`src/rsse_pkg.sv`:
```
// rsse_pkg: register map, field layout, opcodes and state carriers
// of the return / reverse-subtract / store-byte execution unit.
// assumes one 50 MHz core clock and APB access to the registers.
`default_nettype none
package rsse_pkg;
  // register byte offsets
  localparam logic [7:0] OFF_CTRL = 8'h00;
  localparam logic [7:0] OFF_MSR = 8'h04;
  localparam logic [7:0] OFF_ESR = 8'h08;
  localparam logic [7:0] OFF_STAT = 8'h0C;
  localparam logic [7:0] OFF_MASK = 8'h10;
  // control fields: little endian, branch target cache on, irq mode
  localparam int CTRL_LE = 0;
  localparam int CTRL_BTC = 1;
  localparam int CTRL_IMODE = 2;
  localparam logic [3:0] CTRL_RST = 4'h2;
  localparam logic [1:0] IMODE_LOWLAT = 2'h2;
  localparam logic [1:0] ACK_RST = 2'h0;
  localparam logic [1:0] ACK_RET = 2'h2;
  localparam logic [1:0] ACK_IE = 2'h3;
  // opcode fields, instruction bit 0 is the msb
  localparam logic [2:0] OPC_RSUBI = 3'h1;
  localparam logic [5:0] OPC_RET = 6'h2D;
  localparam logic [5:0] OPC_IMM = 6'h2C;
  localparam logic [5:0] OPC_SB = 6'h34;
  localparam int BIT_K = 28;
  localparam int BIT_C = 27;
  localparam int BIT_ONE = 26;
  localparam int BIT_R = 9;
  localparam logic [4:0] RET_SUB = 5'h10;
  localparam logic [4:0] RET_INT = 5'h11;
  localparam logic [4:0] RET_BRK = 5'h12;
  localparam logic [4:0] RET_EXC = 5'h14;
  // exception cause codes
  localparam logic [4:0] EC_PRIV = 5'h07;
  localparam logic [4:0] EC_TLB = 5'h12;
  localparam logic [4:0] EC_DSTOR = 5'h10;
  // sticky event bits
  localparam int EV_STORE = 0;
  localparam int EV_PRIV = 1;
  localparam int EV_TLB = 2;
  localparam int EV_DSTOR = 3;
  localparam int EV_RET = 4;
  localparam int EV_W = 5;
  localparam logic [EV_W-1:0] MASK_RST = 5'h00;
  // cycles a return occupies the issue port
  localparam logic [1:0] LAT_HIT = 2'h1;
  localparam logic [1:0] LAT_NOBTC = 2'h2;
  localparam logic [1:0] LAT_MISS = 2'h3;
  localparam logic [1:0] LAT_RET = 2'h2;
  localparam logic [1:0] BYTE_REV = 2'h3;

  typedef enum logic [2:0] {
    ST_IDLE = 3'b001,
    ST_STALL = 3'b010,
    ST_SLOT = 3'b100
  } rsse_fsm_t;

  typedef struct packed {
    logic ds, exception_in_progress, ee, saved_virtual_protect, vm, saved_user_mode, um, break_in_progress, ie, carry;
  } rsse_msr_t;
  localparam rsse_msr_t MSR_RST = 10'h000;

  typedef struct packed {
    logic zone_fault_flag;
    logic s;
    logic [4:0] ec;
  } rsse_esr_t;

  typedef struct packed {
    logic [31:0] word;
    logic [31:0] op_a;
    logic [31:0] op_b;
    logic [31:0] op_d;
  } rsse_issue_t;

  typedef struct packed {
    logic we;
    logic [4:0] idx;
    logic [31:0] data;
  } rsse_wb_t;

  typedef struct packed {
    logic we;
    logic [31:0] addr;
    logic [31:0] data;
    logic [3:0] be;
  } rsse_mem_t;

  typedef struct packed {
    rsse_fsm_t st;
    logic [1:0] stall;
    logic imm_v;
    logic [15:0] imm_hi;
    logic [4:0] kind;
    logic [31:0] tgt;
    rsse_msr_t machine_state_reg;
    rsse_esr_t exception_status_reg;
    logic [3:0] ctrl;
    logic [EV_W-1:0] stat;
    logic [EV_W-1:0] mask;
    logic [31:0] prdata;
    logic pready;
    logic pslverr;
    logic ready;
    rsse_wb_t wb;
    rsse_mem_t mem;
    logic br_v;
    logic [31:0] br_tgt;
    logic exc_v;
    logic [1:0] ack;
    logic itake;
    logic btake;
    logic irq;
  } rsse_st_t;
endpackage : rsse_pkg
`default_nettype wire

```
`src/rsse_exec.sv`:
```
// rsse_exec: executes reverse-subtract-immediate, the four delayed returns
// and store byte; holds machine state, exception status and irq registers.
// assumes issue operands, translation results and irq inputs are
// synchronous to pclk and valid in the cycle issue_valid is high.
`default_nettype none
// What this block does
// RULE1 - rD gets sext imm plus inverted rA
// RULE2 - keep bit three holds carry, else loads carry
// RULE3 - carry-in bit four uses carry flag
// RULE4 - carry after subtract means no borrow
// RULE5 - immediate sign-extended unless upper prefix precedes
// RULE6 - break return branches, clears break flag, restores modes
// RULE7 - every return executes one delay slot first
// RULE8 - slot runs with breaks or interrupts disabled
// RULE9 - interrupt return branches, sets enable, restores modes
// RULE10 - low-latency mode acknowledge goes 10 then 11
// RULE11 - user-mode privileged return raises cause 00111
// RULE12 - exception return re-enables exceptions, clears status
// RULE13 - exception return exists only when configured
// RULE14 - interrupts and breaks deferred until slot done
// RULE15 - subroutine return takes one, two or three cycles
// RULE16 - store low byte of rD at rA+rB
// RULE17 - reversed store flips address and endianness
// RULE18 - translation miss blocks store, cause 10010
// RULE19 - zone protection blocks store, cause 10000
module rsse_exec #(
  parameter int MMU_LEVEL = 1,
  parameter bit EXC_ANY = 1'b1
) (
  input wire logic pclk,
  input wire logic presetn,
  input wire logic psel,
  input wire logic penable,
  input wire logic pwrite,
  input wire logic [7:0] paddr,
  input wire logic [31:0] pwdata,
  output logic [31:0] prdata,
  output logic pready,
  output logic pslverr,
  input wire logic issue_valid,
  input wire rsse_pkg::rsse_issue_t issue,
  output logic issue_ready,
  input wire logic tlb_miss,
  input wire logic zone_block,
  input wire logic zone_no_access,
  input wire logic page_le,
  input wire logic predict_hit,
  input wire logic irq_req,
  input wire logic ext_brk,
  output rsse_pkg::rsse_wb_t wb,
  output rsse_pkg::rsse_mem_t mem,
  output logic br_valid,
  output logic [31:0] br_target,
  output logic exc_valid,
  output logic [4:0] exc_cause,
  output logic [1:0] irq_ack,
  output logic irq_take,
  output logic brk_take,
  output logic irq
);
  if (MMU_LEVEL < 0 || MMU_LEVEL > 3)
  begin : g_bad_mmu
    $error("rsse_exec: MMU_LEVEL out of range");
  end

  localparam bit HAS_RTED = EXC_ANY || (MMU_LEVEL > 0); // RULE13

  rsse_pkg::rsse_st_t q;
  rsse_pkg::rsse_st_t d;
  logic [31:0] w;
  logic [31:0] imm32;
  logic [31:0] sum;
  logic cout;
  logic cin;
  logic accept;
  logic is_rsubi;
  logic is_ret;
  logic is_sb;
  logic is_imm;
  logic priv;
  logic ret_ok;
  logic lowlat;
  logic [1:0] lat;
  logic [31:0] sb_addr;
  logic sb_le;
  logic apb_acc;
  logic apb_hit;
  logic [31:0] rd_word;
  logic [rsse_pkg::EV_W-1:0] ev;
  logic [rsse_pkg::EV_W-1:0] w1c;

  // save mode bits and drop to privileged real mode on a data fault
  function automatic rsse_pkg::rsse_msr_t trap_msr(input rsse_pkg::rsse_msr_t m);
    rsse_pkg::rsse_msr_t r;
    r = m;
    r.saved_user_mode = m.um;
    r.saved_virtual_protect = m.vm;
    r.um = 1'b0;
    r.vm = 1'b0;
    return r;
  endfunction : trap_msr

  // decode; bit 0 of the documented word is our bit 31
  assign w = issue.word;
  assign accept = issue_valid & q.ready;
  assign is_rsubi = (w[31:29] == rsse_pkg::OPC_RSUBI) && w[rsse_pkg::BIT_ONE];
  assign is_ret = w[31:26] == rsse_pkg::OPC_RET;
  assign is_sb = w[31:26] == rsse_pkg::OPC_SB;
  assign is_imm = w[31:26] == rsse_pkg::OPC_IMM;
  assign lowlat = q.ctrl[rsse_pkg::CTRL_IMODE +: 2] == rsse_pkg::IMODE_LOWLAT;
  assign priv = (MMU_LEVEL >= 1) && q.machine_state_reg.um && (w[25:21] != rsse_pkg::RET_SUB); // RULE11
  assign ret_ok = (w[25:21] == rsse_pkg::RET_SUB) || (w[25:21] == rsse_pkg::RET_INT)
    || (w[25:21] == rsse_pkg::RET_BRK) || ((w[25:21] == rsse_pkg::RET_EXC) && HAS_RTED); // RULE13

  // a preceding prefix supplies the upper half instead of sign bits
  assign imm32 = q.imm_v ? {q.imm_hi, w[15:0]} : {{16{w[15]}}, w[15:0]}; // RULE5
  assign cin = w[rsse_pkg::BIT_C] ? q.machine_state_reg.carry : 1'b1; // RULE3

  rsse_addsub #(
    .W(32)
  ) u_addsub (
    .imm_val(imm32),
    .src_val(issue.op_a),
    .cin(cin),
    .sum(sum),
    .cout(cout)
  );

  // return latency: prediction hit, cache off, or mispredict
  always_comb
  begin
    if (w[25:21] != rsse_pkg::RET_SUB)
      lat = rsse_pkg::LAT_RET;
    else if (!q.ctrl[rsse_pkg::CTRL_BTC])
      lat = rsse_pkg::LAT_NOBTC; // RULE15
    else
      lat = predict_hit ? rsse_pkg::LAT_HIT : rsse_pkg::LAT_MISS; // RULE15
  end

  // store address and byte order; paging overrides the static order
  assign sb_addr = (issue.op_a + issue.op_b)
    ^ {30'h0, w[rsse_pkg::BIT_R] ? rsse_pkg::BYTE_REV : 2'h0}; // RULE17
  assign sb_le = (q.machine_state_reg.vm ? page_le : q.ctrl[rsse_pkg::CTRL_LE]) ^ w[rsse_pkg::BIT_R]; // RULE17

  // apb: one wait cycle, write lands with pready
  assign apb_acc = psel & penable & q.pready;
  assign apb_hit = (paddr == rsse_pkg::OFF_CTRL) || (paddr == rsse_pkg::OFF_MSR)
    || (paddr == rsse_pkg::OFF_ESR) || (paddr == rsse_pkg::OFF_STAT)
    || (paddr == rsse_pkg::OFF_MASK);
  assign w1c = (apb_acc && pwrite && paddr == rsse_pkg::OFF_STAT) ?
    pwdata[rsse_pkg::EV_W-1:0] : '0;

  always_comb
  begin
    case (paddr)
      rsse_pkg::OFF_CTRL: rd_word = {28'h0, q.ctrl};
      rsse_pkg::OFF_MSR: rd_word = {22'h0, q.machine_state_reg};
      rsse_pkg::OFF_ESR: rd_word = {25'h0, q.exception_status_reg};
      rsse_pkg::OFF_STAT: rd_word = {27'h0, q.stat};
      rsse_pkg::OFF_MASK: rd_word = {27'h0, q.mask};
      default: rd_word = 32'h0;
    endcase
  end

  // next state of the whole unit
  always_comb
  begin
    d = q;
    ev = '0;
    d.wb.we = 1'b0;
    d.mem.we = 1'b0;
    d.br_v = 1'b0;
    d.exc_v = 1'b0;
    d.itake = 1'b0;
    d.btake = 1'b0;
    d.pready = psel & penable & ~q.pready;
    if (psel && penable && !q.pready)
    begin
      d.prdata = pwrite ? 32'h0 : rd_word;
      d.pslverr = ~apb_hit;
    end
    // software writes first; instruction effects of this cycle win
    if (apb_acc && pwrite)
    begin
      case (paddr)
        rsse_pkg::OFF_CTRL: d.ctrl = pwdata[3:0];
        rsse_pkg::OFF_MSR: d.machine_state_reg = pwdata[9:0];
        rsse_pkg::OFF_MASK: d.mask = pwdata[rsse_pkg::EV_W-1:0];
        default: d.ctrl = d.ctrl;
      endcase
    end
    case (q.st)
      rsse_pkg::ST_IDLE:
      begin
        // no pending return here, so events may be taken
        if (!accept && !q.imm_v)
        begin
          if (ext_brk && !q.machine_state_reg.break_in_progress)
          begin
            d.btake = 1'b1; // RULE14
            d.machine_state_reg.break_in_progress = 1'b1;
          end
          else if (irq_req && q.machine_state_reg.ie)
          begin
            d.itake = 1'b1; // RULE14
            d.machine_state_reg.ie = 1'b0;
          end
        end
      end
      rsse_pkg::ST_STALL:
      begin
        d.stall = q.stall - 2'h1;
        if (q.stall == 2'h1)
        begin
          d.st = rsse_pkg::ST_SLOT;
          d.ready = 1'b1;
        end
      end
      rsse_pkg::ST_SLOT: d.st = rsse_pkg::ST_SLOT; // wait for the slot instruction
      default:
      begin
        d.st = rsse_pkg::ST_IDLE;
        d.ready = 1'b1;
      end
    endcase
    if (accept)
    begin
      d.imm_v = 1'b0;
      if (is_imm)
      begin
        d.imm_v = 1'b1;
        d.imm_hi = w[15:0];
      end
      else if (is_rsubi)
      begin
        d.wb.we = 1'b1;
        d.wb.idx = w[25:21];
        d.wb.data = sum; // RULE1
        if (!w[rsse_pkg::BIT_K])
          d.machine_state_reg.carry = cout; // RULE2 RULE4
      end
      else if (is_sb)
      begin
        if (q.machine_state_reg.vm && tlb_miss)
        begin
          d.exc_v = 1'b1; // RULE18
          d.exception_status_reg.ec = rsse_pkg::EC_TLB;
          d.exception_status_reg.s = 1'b1;
          d.machine_state_reg = trap_msr(d.machine_state_reg);
          ev[rsse_pkg::EV_TLB] = 1'b1;
        end
        else if (q.machine_state_reg.vm && zone_block)
        begin
          d.exc_v = 1'b1; // RULE19
          d.exception_status_reg.ec = rsse_pkg::EC_DSTOR;
          d.exception_status_reg.s = 1'b1;
          d.exception_status_reg.zone_fault_flag = zone_no_access;
          d.machine_state_reg = trap_msr(d.machine_state_reg);
          ev[rsse_pkg::EV_DSTOR] = 1'b1;
        end
        else
        begin
          d.mem.we = 1'b1; // RULE16
          d.mem.addr = sb_addr;
          d.mem.data = {4{issue.op_d[7:0]}};
          d.mem.be = 4'h1 << (sb_le ? sb_addr[1:0] : ~sb_addr[1:0]); // RULE17
          ev[rsse_pkg::EV_STORE] = 1'b1;
        end
      end
      else if (is_ret && ret_ok && q.st == rsse_pkg::ST_IDLE)
      begin
        if (priv)
        begin
          d.exc_v = 1'b1; // RULE11
          d.exception_status_reg.ec = rsse_pkg::EC_PRIV;
          ev[rsse_pkg::EV_PRIV] = 1'b1;
        end
        else
        begin
          d.kind = w[25:21];
          d.tgt = issue.op_a + imm32; // RULE6 RULE9 RULE12
          if (lat == rsse_pkg::LAT_HIT)
            d.st = rsse_pkg::ST_SLOT; // RULE7
          else
          begin
            d.st = rsse_pkg::ST_STALL; // RULE15
            d.stall = lat - 2'h1;
            d.ready = 1'b0;
          end
          if (w[25:21] == rsse_pkg::RET_INT && lowlat)
            d.ack = rsse_pkg::ACK_RET; // RULE10
        end
      end
      // slot done: the branch and the mode restore take effect now
      if (q.st == rsse_pkg::ST_SLOT)
      begin
        d.st = rsse_pkg::ST_IDLE; // RULE7
        if (d.exc_v)
          d.machine_state_reg.ds = 1'b1; // faulting slot leaves branch to the handler
        else
        begin
          d.br_v = 1'b1;
          d.br_tgt = q.tgt;
          ev[rsse_pkg::EV_RET] = 1'b1;
          if (q.kind != rsse_pkg::RET_SUB)
          begin
            d.machine_state_reg.um = q.machine_state_reg.saved_user_mode;
            d.machine_state_reg.vm = q.machine_state_reg.saved_virtual_protect;
          end
          case (q.kind)
            rsse_pkg::RET_BRK: d.machine_state_reg.break_in_progress = 1'b0; // RULE6 RULE8
            rsse_pkg::RET_INT:
            begin
              d.machine_state_reg.ie = 1'b1; // RULE8 RULE9
              if (lowlat)
                d.ack = rsse_pkg::ACK_IE; // RULE10
            end
            rsse_pkg::RET_EXC:
            begin
              d.machine_state_reg.ee = 1'b1; // RULE12
              d.machine_state_reg.exception_in_progress = 1'b0;
              d.machine_state_reg.ds = 1'b0;
              d.exception_status_reg = '0;
            end
            default: d.kind = q.kind;
          endcase
        end
      end
    end
    // a new event wins over a clear in the same cycle
    d.stat = (q.stat & ~w1c) | ev;
    d.irq = |(d.stat & d.mask);
  end

  // state register
  always_ff @(posedge pclk or negedge presetn)
  begin
    if (!presetn)
    begin
      q <= '0;
      q.st <= rsse_pkg::ST_IDLE;
      q.ready <= 1'b1;
      q.machine_state_reg <= rsse_pkg::MSR_RST;
      q.ctrl <= rsse_pkg::CTRL_RST;
      q.mask <= rsse_pkg::MASK_RST;
      q.ack <= rsse_pkg::ACK_RST;
    end
    else
      q <= d;
  end

  // outputs straight from the state register
  assign prdata = q.prdata;
  assign pready = q.pready;
  assign pslverr = q.pslverr;
  assign issue_ready = q.ready;
  assign wb = q.wb;
  assign mem = q.mem;
  assign br_valid = q.br_v;
  assign br_target = q.br_tgt;
  assign exc_valid = q.exc_v;
  assign exc_cause = q.exception_status_reg.ec;
  assign irq_ack = q.ack;
  assign irq_take = q.itake;
  assign brk_take = q.btake;
  assign irq = q.irq;
endmodule : rsse_exec
`default_nettype wire

```
`src/rsse_addsub.sv`:
```
// rsse_addsub: reverse subtract adder, immediate + ~source + carry in.
// assumes operands are stable for the whole cycle; purely combinational.
`default_nettype none
module rsse_addsub #(
  parameter int W = 32
) (
  input wire logic [W-1:0] imm_val,
  input wire logic [W-1:0] src_val,
  input wire logic cin,
  output logic [W-1:0] sum,
  output logic cout
);
  // refuse widths the carry path cannot serve
  if (W < 2)
  begin : g_bad_width
    $error("rsse_addsub: W must be at least 2");
  end

  // carry out is the inverse of borrow
  assign {cout, sum} = {1'b0, imm_val} + {1'b0, ~src_val} + {{W{1'b0}}, cin}; // RULE4
endmodule : rsse_addsub
`default_nettype wire

```
`config.mk`:
```
export PLATFORM = sky130hd
export DESIGN_NAME = rsse_exec
export DESIGN_NICKNAME = d
export VERILOG_FILES = /design/src/rsse_pkg.sv /design/src/rsse_exec.sv /design/src/rsse_addsub.sv
export SDC_FILE = /design/constraint.sdc
export NUM_CORES = 1
export LEC_CHECK = 0
export ABC_AREA = 1
export BUFFER_PORTS_ARGS = -buffer_cell sky130_fd_sc_hd__buf_4
export CORE_ASPECT_RATIO = 1.4
export CORE_MARGIN = 2
export CORE_UTILIZATION = 49
export CTS_CLUSTER_SIZE = 30
export DETAILED_ROUTE_END_ITERATION = 12
export PLACE_DENSITY_LB_ADDON = 0.05
export SKIP_LAST_GASP = 1
export SYNTH_ARGS = -nofsm -noshare
export SYNTH_HDL_FRONTEND = slang
export SYNTH_SLANG_ARGS = --single-unit
```
`constraint.sdc`:
```
create_clock -name pclk -period 3.4 [get_ports pclk]
set_clock_uncertainty 0.2 [all_clocks]
set_input_delay 0.85 -clock pclk [delete_from_list [all_inputs] [get_ports pclk]]
set_output_delay 0.85 -clock pclk [all_outputs]
set_load 0.1 [all_outputs]
```
==> results of run 1 <==
per-layer routing:
layer | share of wire [%] | up-vias | track usage [%]
met5 | 0 | - | 0
met4 | 6.4 | 0 | 17.0
met3 | 4.6 | 148 | 2.86
met2 | 50 | 518 | 55.3
met1 | 39 | 7966 | 33.8
li1 | - | 8661 | -
critical path, stage by stage (launching register included):
cell     delay, ns
dfrtp_1       0.41
inv_1         0.11
buf_4         0.19
o21ai_0       0.37
ha_1          0.37
buf_4         0.18
nor2_1        0.17
nand2_1       0.14
nor3_1        0.23
and2_1        0.16
nand2_1       0.08
nand2_1       0.08
nand2_1       0.05
nand3_1       0.10
nand2_1       0.06
cell usage in the layout (no fill, tap or decap), drive strengths merged, types with 29 or more instances in the layout:
| master | netlist | layout |
|---|---|---|
| nand4 | 30 | 30 |
| a21oi | 91 | 91 |
| nor2 | 194 | 194 |
| ha | 97 | 97 |
| dfrtp | 222 | 222 |
| clkbuf | 17 | 29 |
| buf | 224 | 398 |
| nand2 | 980 | 980 |
| o21ai | 143 | 143 |
| nand3 | 165 | 165 |
| nor3 | 30 | 30 |
| inv | 430 | 431 |
area by class of cell:
type	count	share of cell area [%]
clock buffer	29	3.16
clock inverter	15	1.03
inverter	430	7.74
multi-input combinational	1860	43.6
sequential	225	27.0
tap	462	2.77
timing repair buffer	398	14.7
worst min-delay path by stage:
stage | endpoint | slack [ns] | cells after the start
finish | prdata[2] | 0.05 | 1
global route | prdata[2] | 0.08 | 1
CTS | prdata[2] | 0.05 | 1
detailed placement | br_target[8] | 0.25 | 2
global placement | br_target[24] | 0.26 | 2
floorplan | irq_ack[1] | 0.24 | 1
cells by family (layout without fill, tap and decap cells):
kind of cell	count (synthesis)	after routing	share of synthesized area [%]
AO/OA/AOI/OAI	278	278	8.48
XOR/XNOR	38	38	1.85
adder cells (fa/ha/maj)	101	101	7.21
buffers and inverters	671	872	18.2
flip-flops	225	225	31.4
other	1	22	0.0209
AND/OR/NAND/NOR	1421	1421	32.8
power groups by stage:
stage          Sequential [W]  Clock (W)  Combinational [W]
2_1_floorplan         0.00309          0            0.00315
3_3_place_gp          0.00311          0            0.00408
3_5_place_dp          0.00312          0            0.00410
4_1_cts               0.00307    0.00294            0.00412
5_1_grt               0.00310    0.00304            0.00440
6_report              0.00307    0.00290            0.00412
sequential cells by signal (all words and copies together) (netlist names), named ones only:
register and count:
br_valid 1, prdata 10, wb 38, exc_cause 5, exc_valid 1, brk_take 1
irq_ack 2, pready 1, pslverr 1, q 80, irq 1, issue_ready 1
mem 45, br_target 32, irq_take 1
through the flow:
step | utilization, % | instance area (µm²) | setup WS (ns) | instances | power (W)
2_1_floorplan | - | 18000 | 0.463 | 2756 | 0.00624
3_3_place_gp | 55.7 | 20000 | 0.0567 | 3375 | 0.00719
3_5_place_dp | 55.7 | 20000 | 0.0148 | 3375 | 0.00722
4_1_cts | 58.2 | 20900 | 0.368 | 3419 | 0.0101
5_1_grt | 58.2 | 20900 | 0.139 | 3419 | 0.0105
6_report | 58.2 | 20900 | 0.357 | 3419 | 0.0101
==> impl_results.md, run 1 <==
* Status: completed
* Post-layout nets at 3221
* Yosys reg bits at between 200 and 250
* Max cap viols at 0
* WL final at slightly below 60 mm
* Root buffer cell: clkbuf_16
* Multi-input logic area at around 9100 µm²
* DRT Pass-1 Iters at 5
* Crit end category: register
* H-tree Lvls at 1
* Peak VDD IR at 419 µV
* Post-route ant nets at 0
* Int Power at 0.00570 W
* R2r startpoint: q[265]
* Cts hold-fix bufs at 0
* Syn_area_per_cell at 6.56 µm²
* Longest Clk Path Bufs at 3
* Static Leak at ~12 nW
* Routability cong. at 1.00
* Die Ht at 230 µm
* Hpwl dp at 48.7 mm
* Final period utilization at 89.5%
* Final hold viol count at 0
* Vias per cell at 5.06
* Worst-path fanout max at 16
* Share of the synthesized area in the top cell type at slightly above 30%
* Reg power frac at 30.5%
* Pwr dens at 483 nW/µm²
* Sw Share at a little over two fifths
* R2r worst-path depth at 14
* Startpoint Class: register
* Final Critical Period at 3.04 ns
* GR Util All Layers at 30.0%
* Cell row count at 82
* Sequential cell area at ~5600 µm²
* CTS tree: yes
* R2r setup slk at 0.36 ns
* Fill count at 3607
* Crit path launch: q[265]
* First-pass GRT wire length at 90.5 mm
* Gate count of the mapped netlist at 2735
* DR WL/cell at 17.1 µm
* Worst-Skew Late Latency at 0.57 ns
* Post-synthesis cell type count at approximately 50
* Tightest Hold Check Type: input port to asynchronous set/reset pin
* R2r endpoint: q[238]
* Number of CTS-inserted buffers at 24
* Grt total ovfl at 0
* Vias at 17300
* Setup Buffers After CTS at 0
* Synthesis warning total at 0
* Core Box Area at 35900 µm²
* Die Wd at between 150 and 200 µm
* Post-synth EDFFs at 0
* Top-count cell post-synth: nand2_1
* DRC at 0
* IO buf count at 293
* Reg clk slew, reported paths at 0.07 ns
* Setup TNS at 0 ns
* Starting Density at 50.0%
* I/O pins at 367
* Synth-to-layout area growth at 16.5%
* Clk sink count at 225
* RSZ-0062 raised after global routing: false
* Leading area contributor after synthesis: dfrtp_1
* Clock share of power at 28.7%
* Number of global-route vias before repair at 17100
* End of the critical path: q[238]
* Crit Path Class: register to register
* Relative slew slack at 50.2%
* CP Data Arrival Time at 3.28 ns
* Data required, critical path at roughly 3.6 ns
* Switch Pwr at 0.00439 W
* Slew Viols, Final at 0
* DRT iter0 DRCs at 1211
* Post-synthesis sequential area ratio at around a third
* Die Footprint at 38200 µm²
* Comb power frac at 40.8%
* Max Fclk at 0.329 GHz
* Antenna cells at 0
* Synthesized area at 17900 µm²
* Largest net degree at the start of global routing at 68
* Fraction of layout cells with a size suffix above 1 at roughly 17%
* PostCTS Resize Cnt at 0
* Async SR Flop Fraction at 100%
* Slew @ Worst Pin at about 0.75 ns
* Synth area leaders: dfrtp_1 (31%), nand2_1 (20%), inv_1 (8.9%)
* Final setup violating endpoints at 0
* Hold WS at 0.0459 ns
* Post-synth top cells: nand2_1 (970), inv_1 (424), dfrtp_1 (222)
* Post-synth top flop: dfrtp_1
* Initial antenna violation count at 0
No activity file was read; power rests on OpenSTA's default activity.
==> run 2: changes to the inputs <==
REMOVE_ABC_BUFFERS = 1   (was unset)
clock period = 3.2 ns   (was 3.4 ns; I/O delays follow)
==> run 2 against run 1 <==
First-iteration DRC count shrank 8.6%. Maximum frequency grew 3.0%. Die area is the same. Largest cell class unchanged. Largest power group unchanged.
==> impl_results.md, run 2 (synthesized netlist as in run 1, its figures left out) <==
* Pwr dens at 528 nW/µm²
* Crit path cell chain: inv_1, buf_4, o21ai_0, ha_1, nand2_1, inv_1, nand2_1, nand2_1, a21oi_1, nor2_1, nor2_1, nand3_1, nand3_1, nand2_1
* Final Critical Period at 2.96 ns
* RSZ-0062 raised after global routing: false
* Placed insts at between 3000 and 4000
* Worst-Skew Late Latency at 0.58 ns
* First-pass GRT wire length at 91.6 mm
* Hold_sp: issue[4]
* Max cap viols at 0
* Hpwl dp at 48.9 mm
* Hold WS at 0.229 ns
* Vias at 17300
* Setup slack after layout at around 0.24 ns
* Setup Buffers After CTS at 0
* Grt total ovfl at 0
* Final hold viol count at 0
* Met3 WL at between 2 and 3 mm
* Root buffer cell: clkbuf_16
* Fin util at approximately three fifths
* Commonest non-fill, non-tap cell in the layout: nand2_1
* Slowest cell on crit path: dfrtp_1
* Initial antenna violation count at 0
* Static Leak at between 10 and 15 nW
* Die Footprint at 38200 µm²
* Data required, critical path at 3.44 ns
* Number of global-route vias before repair at 17600
* Max reg flops at 80
* DRT iter0 DRCs at 1107
* Fraction of layout cells with a size suffix above 1 at 17.0%
* GR Util All Layers at 30.7%
* Post-layout nets at 3235
* Slew @ Worst Pin at 0.771 ns
* H-tree Lvls at 1
* R2r endpoint: wb[25]
* Top delay family on crit path: simple AND/OR/NAND/NOR gates
* R2r setup slk at 0.24 ns
* Commonest cells after routing, fill and taps aside: nand2_1 (969), inv_1 (424), buf_4 (406)
* Number of CTS-inserted buffers at 25
* Buf/Inv on CP at 3
* Place WS at -0.222 ns
* Max Fclk at 0.338 GHz
* WL final at between 50 and 60 mm
* Top sig layer: met4
* DRC at 0
* Largest Register: q
* Final period utilization at a little over 90%
* Die Wd at 166 µm
* CP Data Arrival Time at 3.19 ns
* Crit Path Class: register to register
* IO buf count at 293
* Total power at 0.0111 W
* Crit end category: register
* Endpoint, Worst Hold: mem[32]
* Post-route ant nets at 0
* Reg clk slew, reported paths at 0.06 ns
* Starting Density at 50.0%
* Cell row count at 82
* CP most frequent cell: nand2_1
* CTS tree: yes
* R2r startpoint: q[265]
* Delay of the slowest critical-path stage at 0.43 ns
* Startpoint Class: register
* Post-Route M1 WL at around 22 mm
* Relative slew slack at 48.2%
* Worst-path fanout max at 16
* DR WL/cell at 17.4 µm
* Vias per cell at 5.03
* I/O pins at ~370
* DRT Pass-1 Iters at 6
* Clk sink count at 225
* Tightest Hold Check Type: input port to register
* R2r worst-path depth at 14
* Final setup violating endpoints at 0
* Longest Clk Path Bufs at 3
* Slew Viols, Final at 0
* Metal2 WL at 31.1 mm
* Synth-to-layout area growth at 17.4%
* Routability cong. at 0.964
* Status: completed
* Core Box Area at about 36000 µm²
* Die Ht at between 200 and 250 µm
* Antenna cells at 0
* Hold depth at 3
* Fill count at 3539
* Largest net degree at the start of global routing at 73
* Non-Filler Instances at 3434
* Peak VDD IR at 478 µV
-- run 2: changes by cell type in the layout (fill, tap and decap cells not counted), sizes merged --
cell         previous run  this run
bufinv                  4         8
dlygate4sd3             0         1
clkinvlp                3         0
buf                   398       410
clkbuf                 29        27
inv                   431       434
-- run 2: where the power goes --
part | switching [W] | leakage, nW | internal, W
logic | 0.00321 | 8.87 | 0.00115
registers | 0.000169 | 2.95 | 0.00310
clock network | 0.00134 | 0.488 | 0.00215
-- run 2: routing by layer --
layer | GRT usage (%) | up-vias
li1 | - | 8677
met2 | 58.8 | 527
met1 | 31.6 | 7932
met4 | 18.7 | 0
met5 | 0 | -
met3 | 3.77 | 151
-- run 2: area by class of cell --
class	count	area, µm²	area share [%]
Sequential cell	225	5630	26.7
Timing Repair Buffer	411	3130	14.9
Multi-Input combinational cell	1860	9120	43.3
Clock inverter	19	332	1.57
Tap cell	462	578	2.74
Clock buffer	27	653	3.10
Inverter	430	1620	7.67
-- run 2: worst max-delay path by stage --
stage / startpoint / end / slack [ns] / depth (start not counted)
4_1_cts: q[265] / q[239] / 0.18 / 14
3_5_place_dp: issue[123] / wb[30] / -0.22 / 16
3_3_place_gp: issue[123] / wb[30] / -0.19 / 16
2_1_floorplan: mem[34] / mem[10] / -0.48 / 0
6_report: q[265] / wb[25] / 0.24 / 14
5_1_grt: q[265] / q[243] / 0.02 / 15
-- run 2: per-stage QoR --
stage	TNS, ns	instance area [µm²]
3_3_place_gp	-0.956	20100
2_1_floorplan	-15.49	16400
6_report	0	21100
4_1_cts	0	21100
5_1_grt	0	21100
3_5_place_dp	-1.41	20100
-- run 2: tightest hold or removal path: cells and delay by family --
family / cells / cell delay, ns
buffers and inverters: 1 / 0.08
and+or+nand+nor: 2 / 0.09
-- run 2: timing repair --
item	CTS	global route
gates resized for setup	0	1
endpoints found under the setup margin	0	2
endpoints found under the hold margin	26	0
hold buffers	1	0
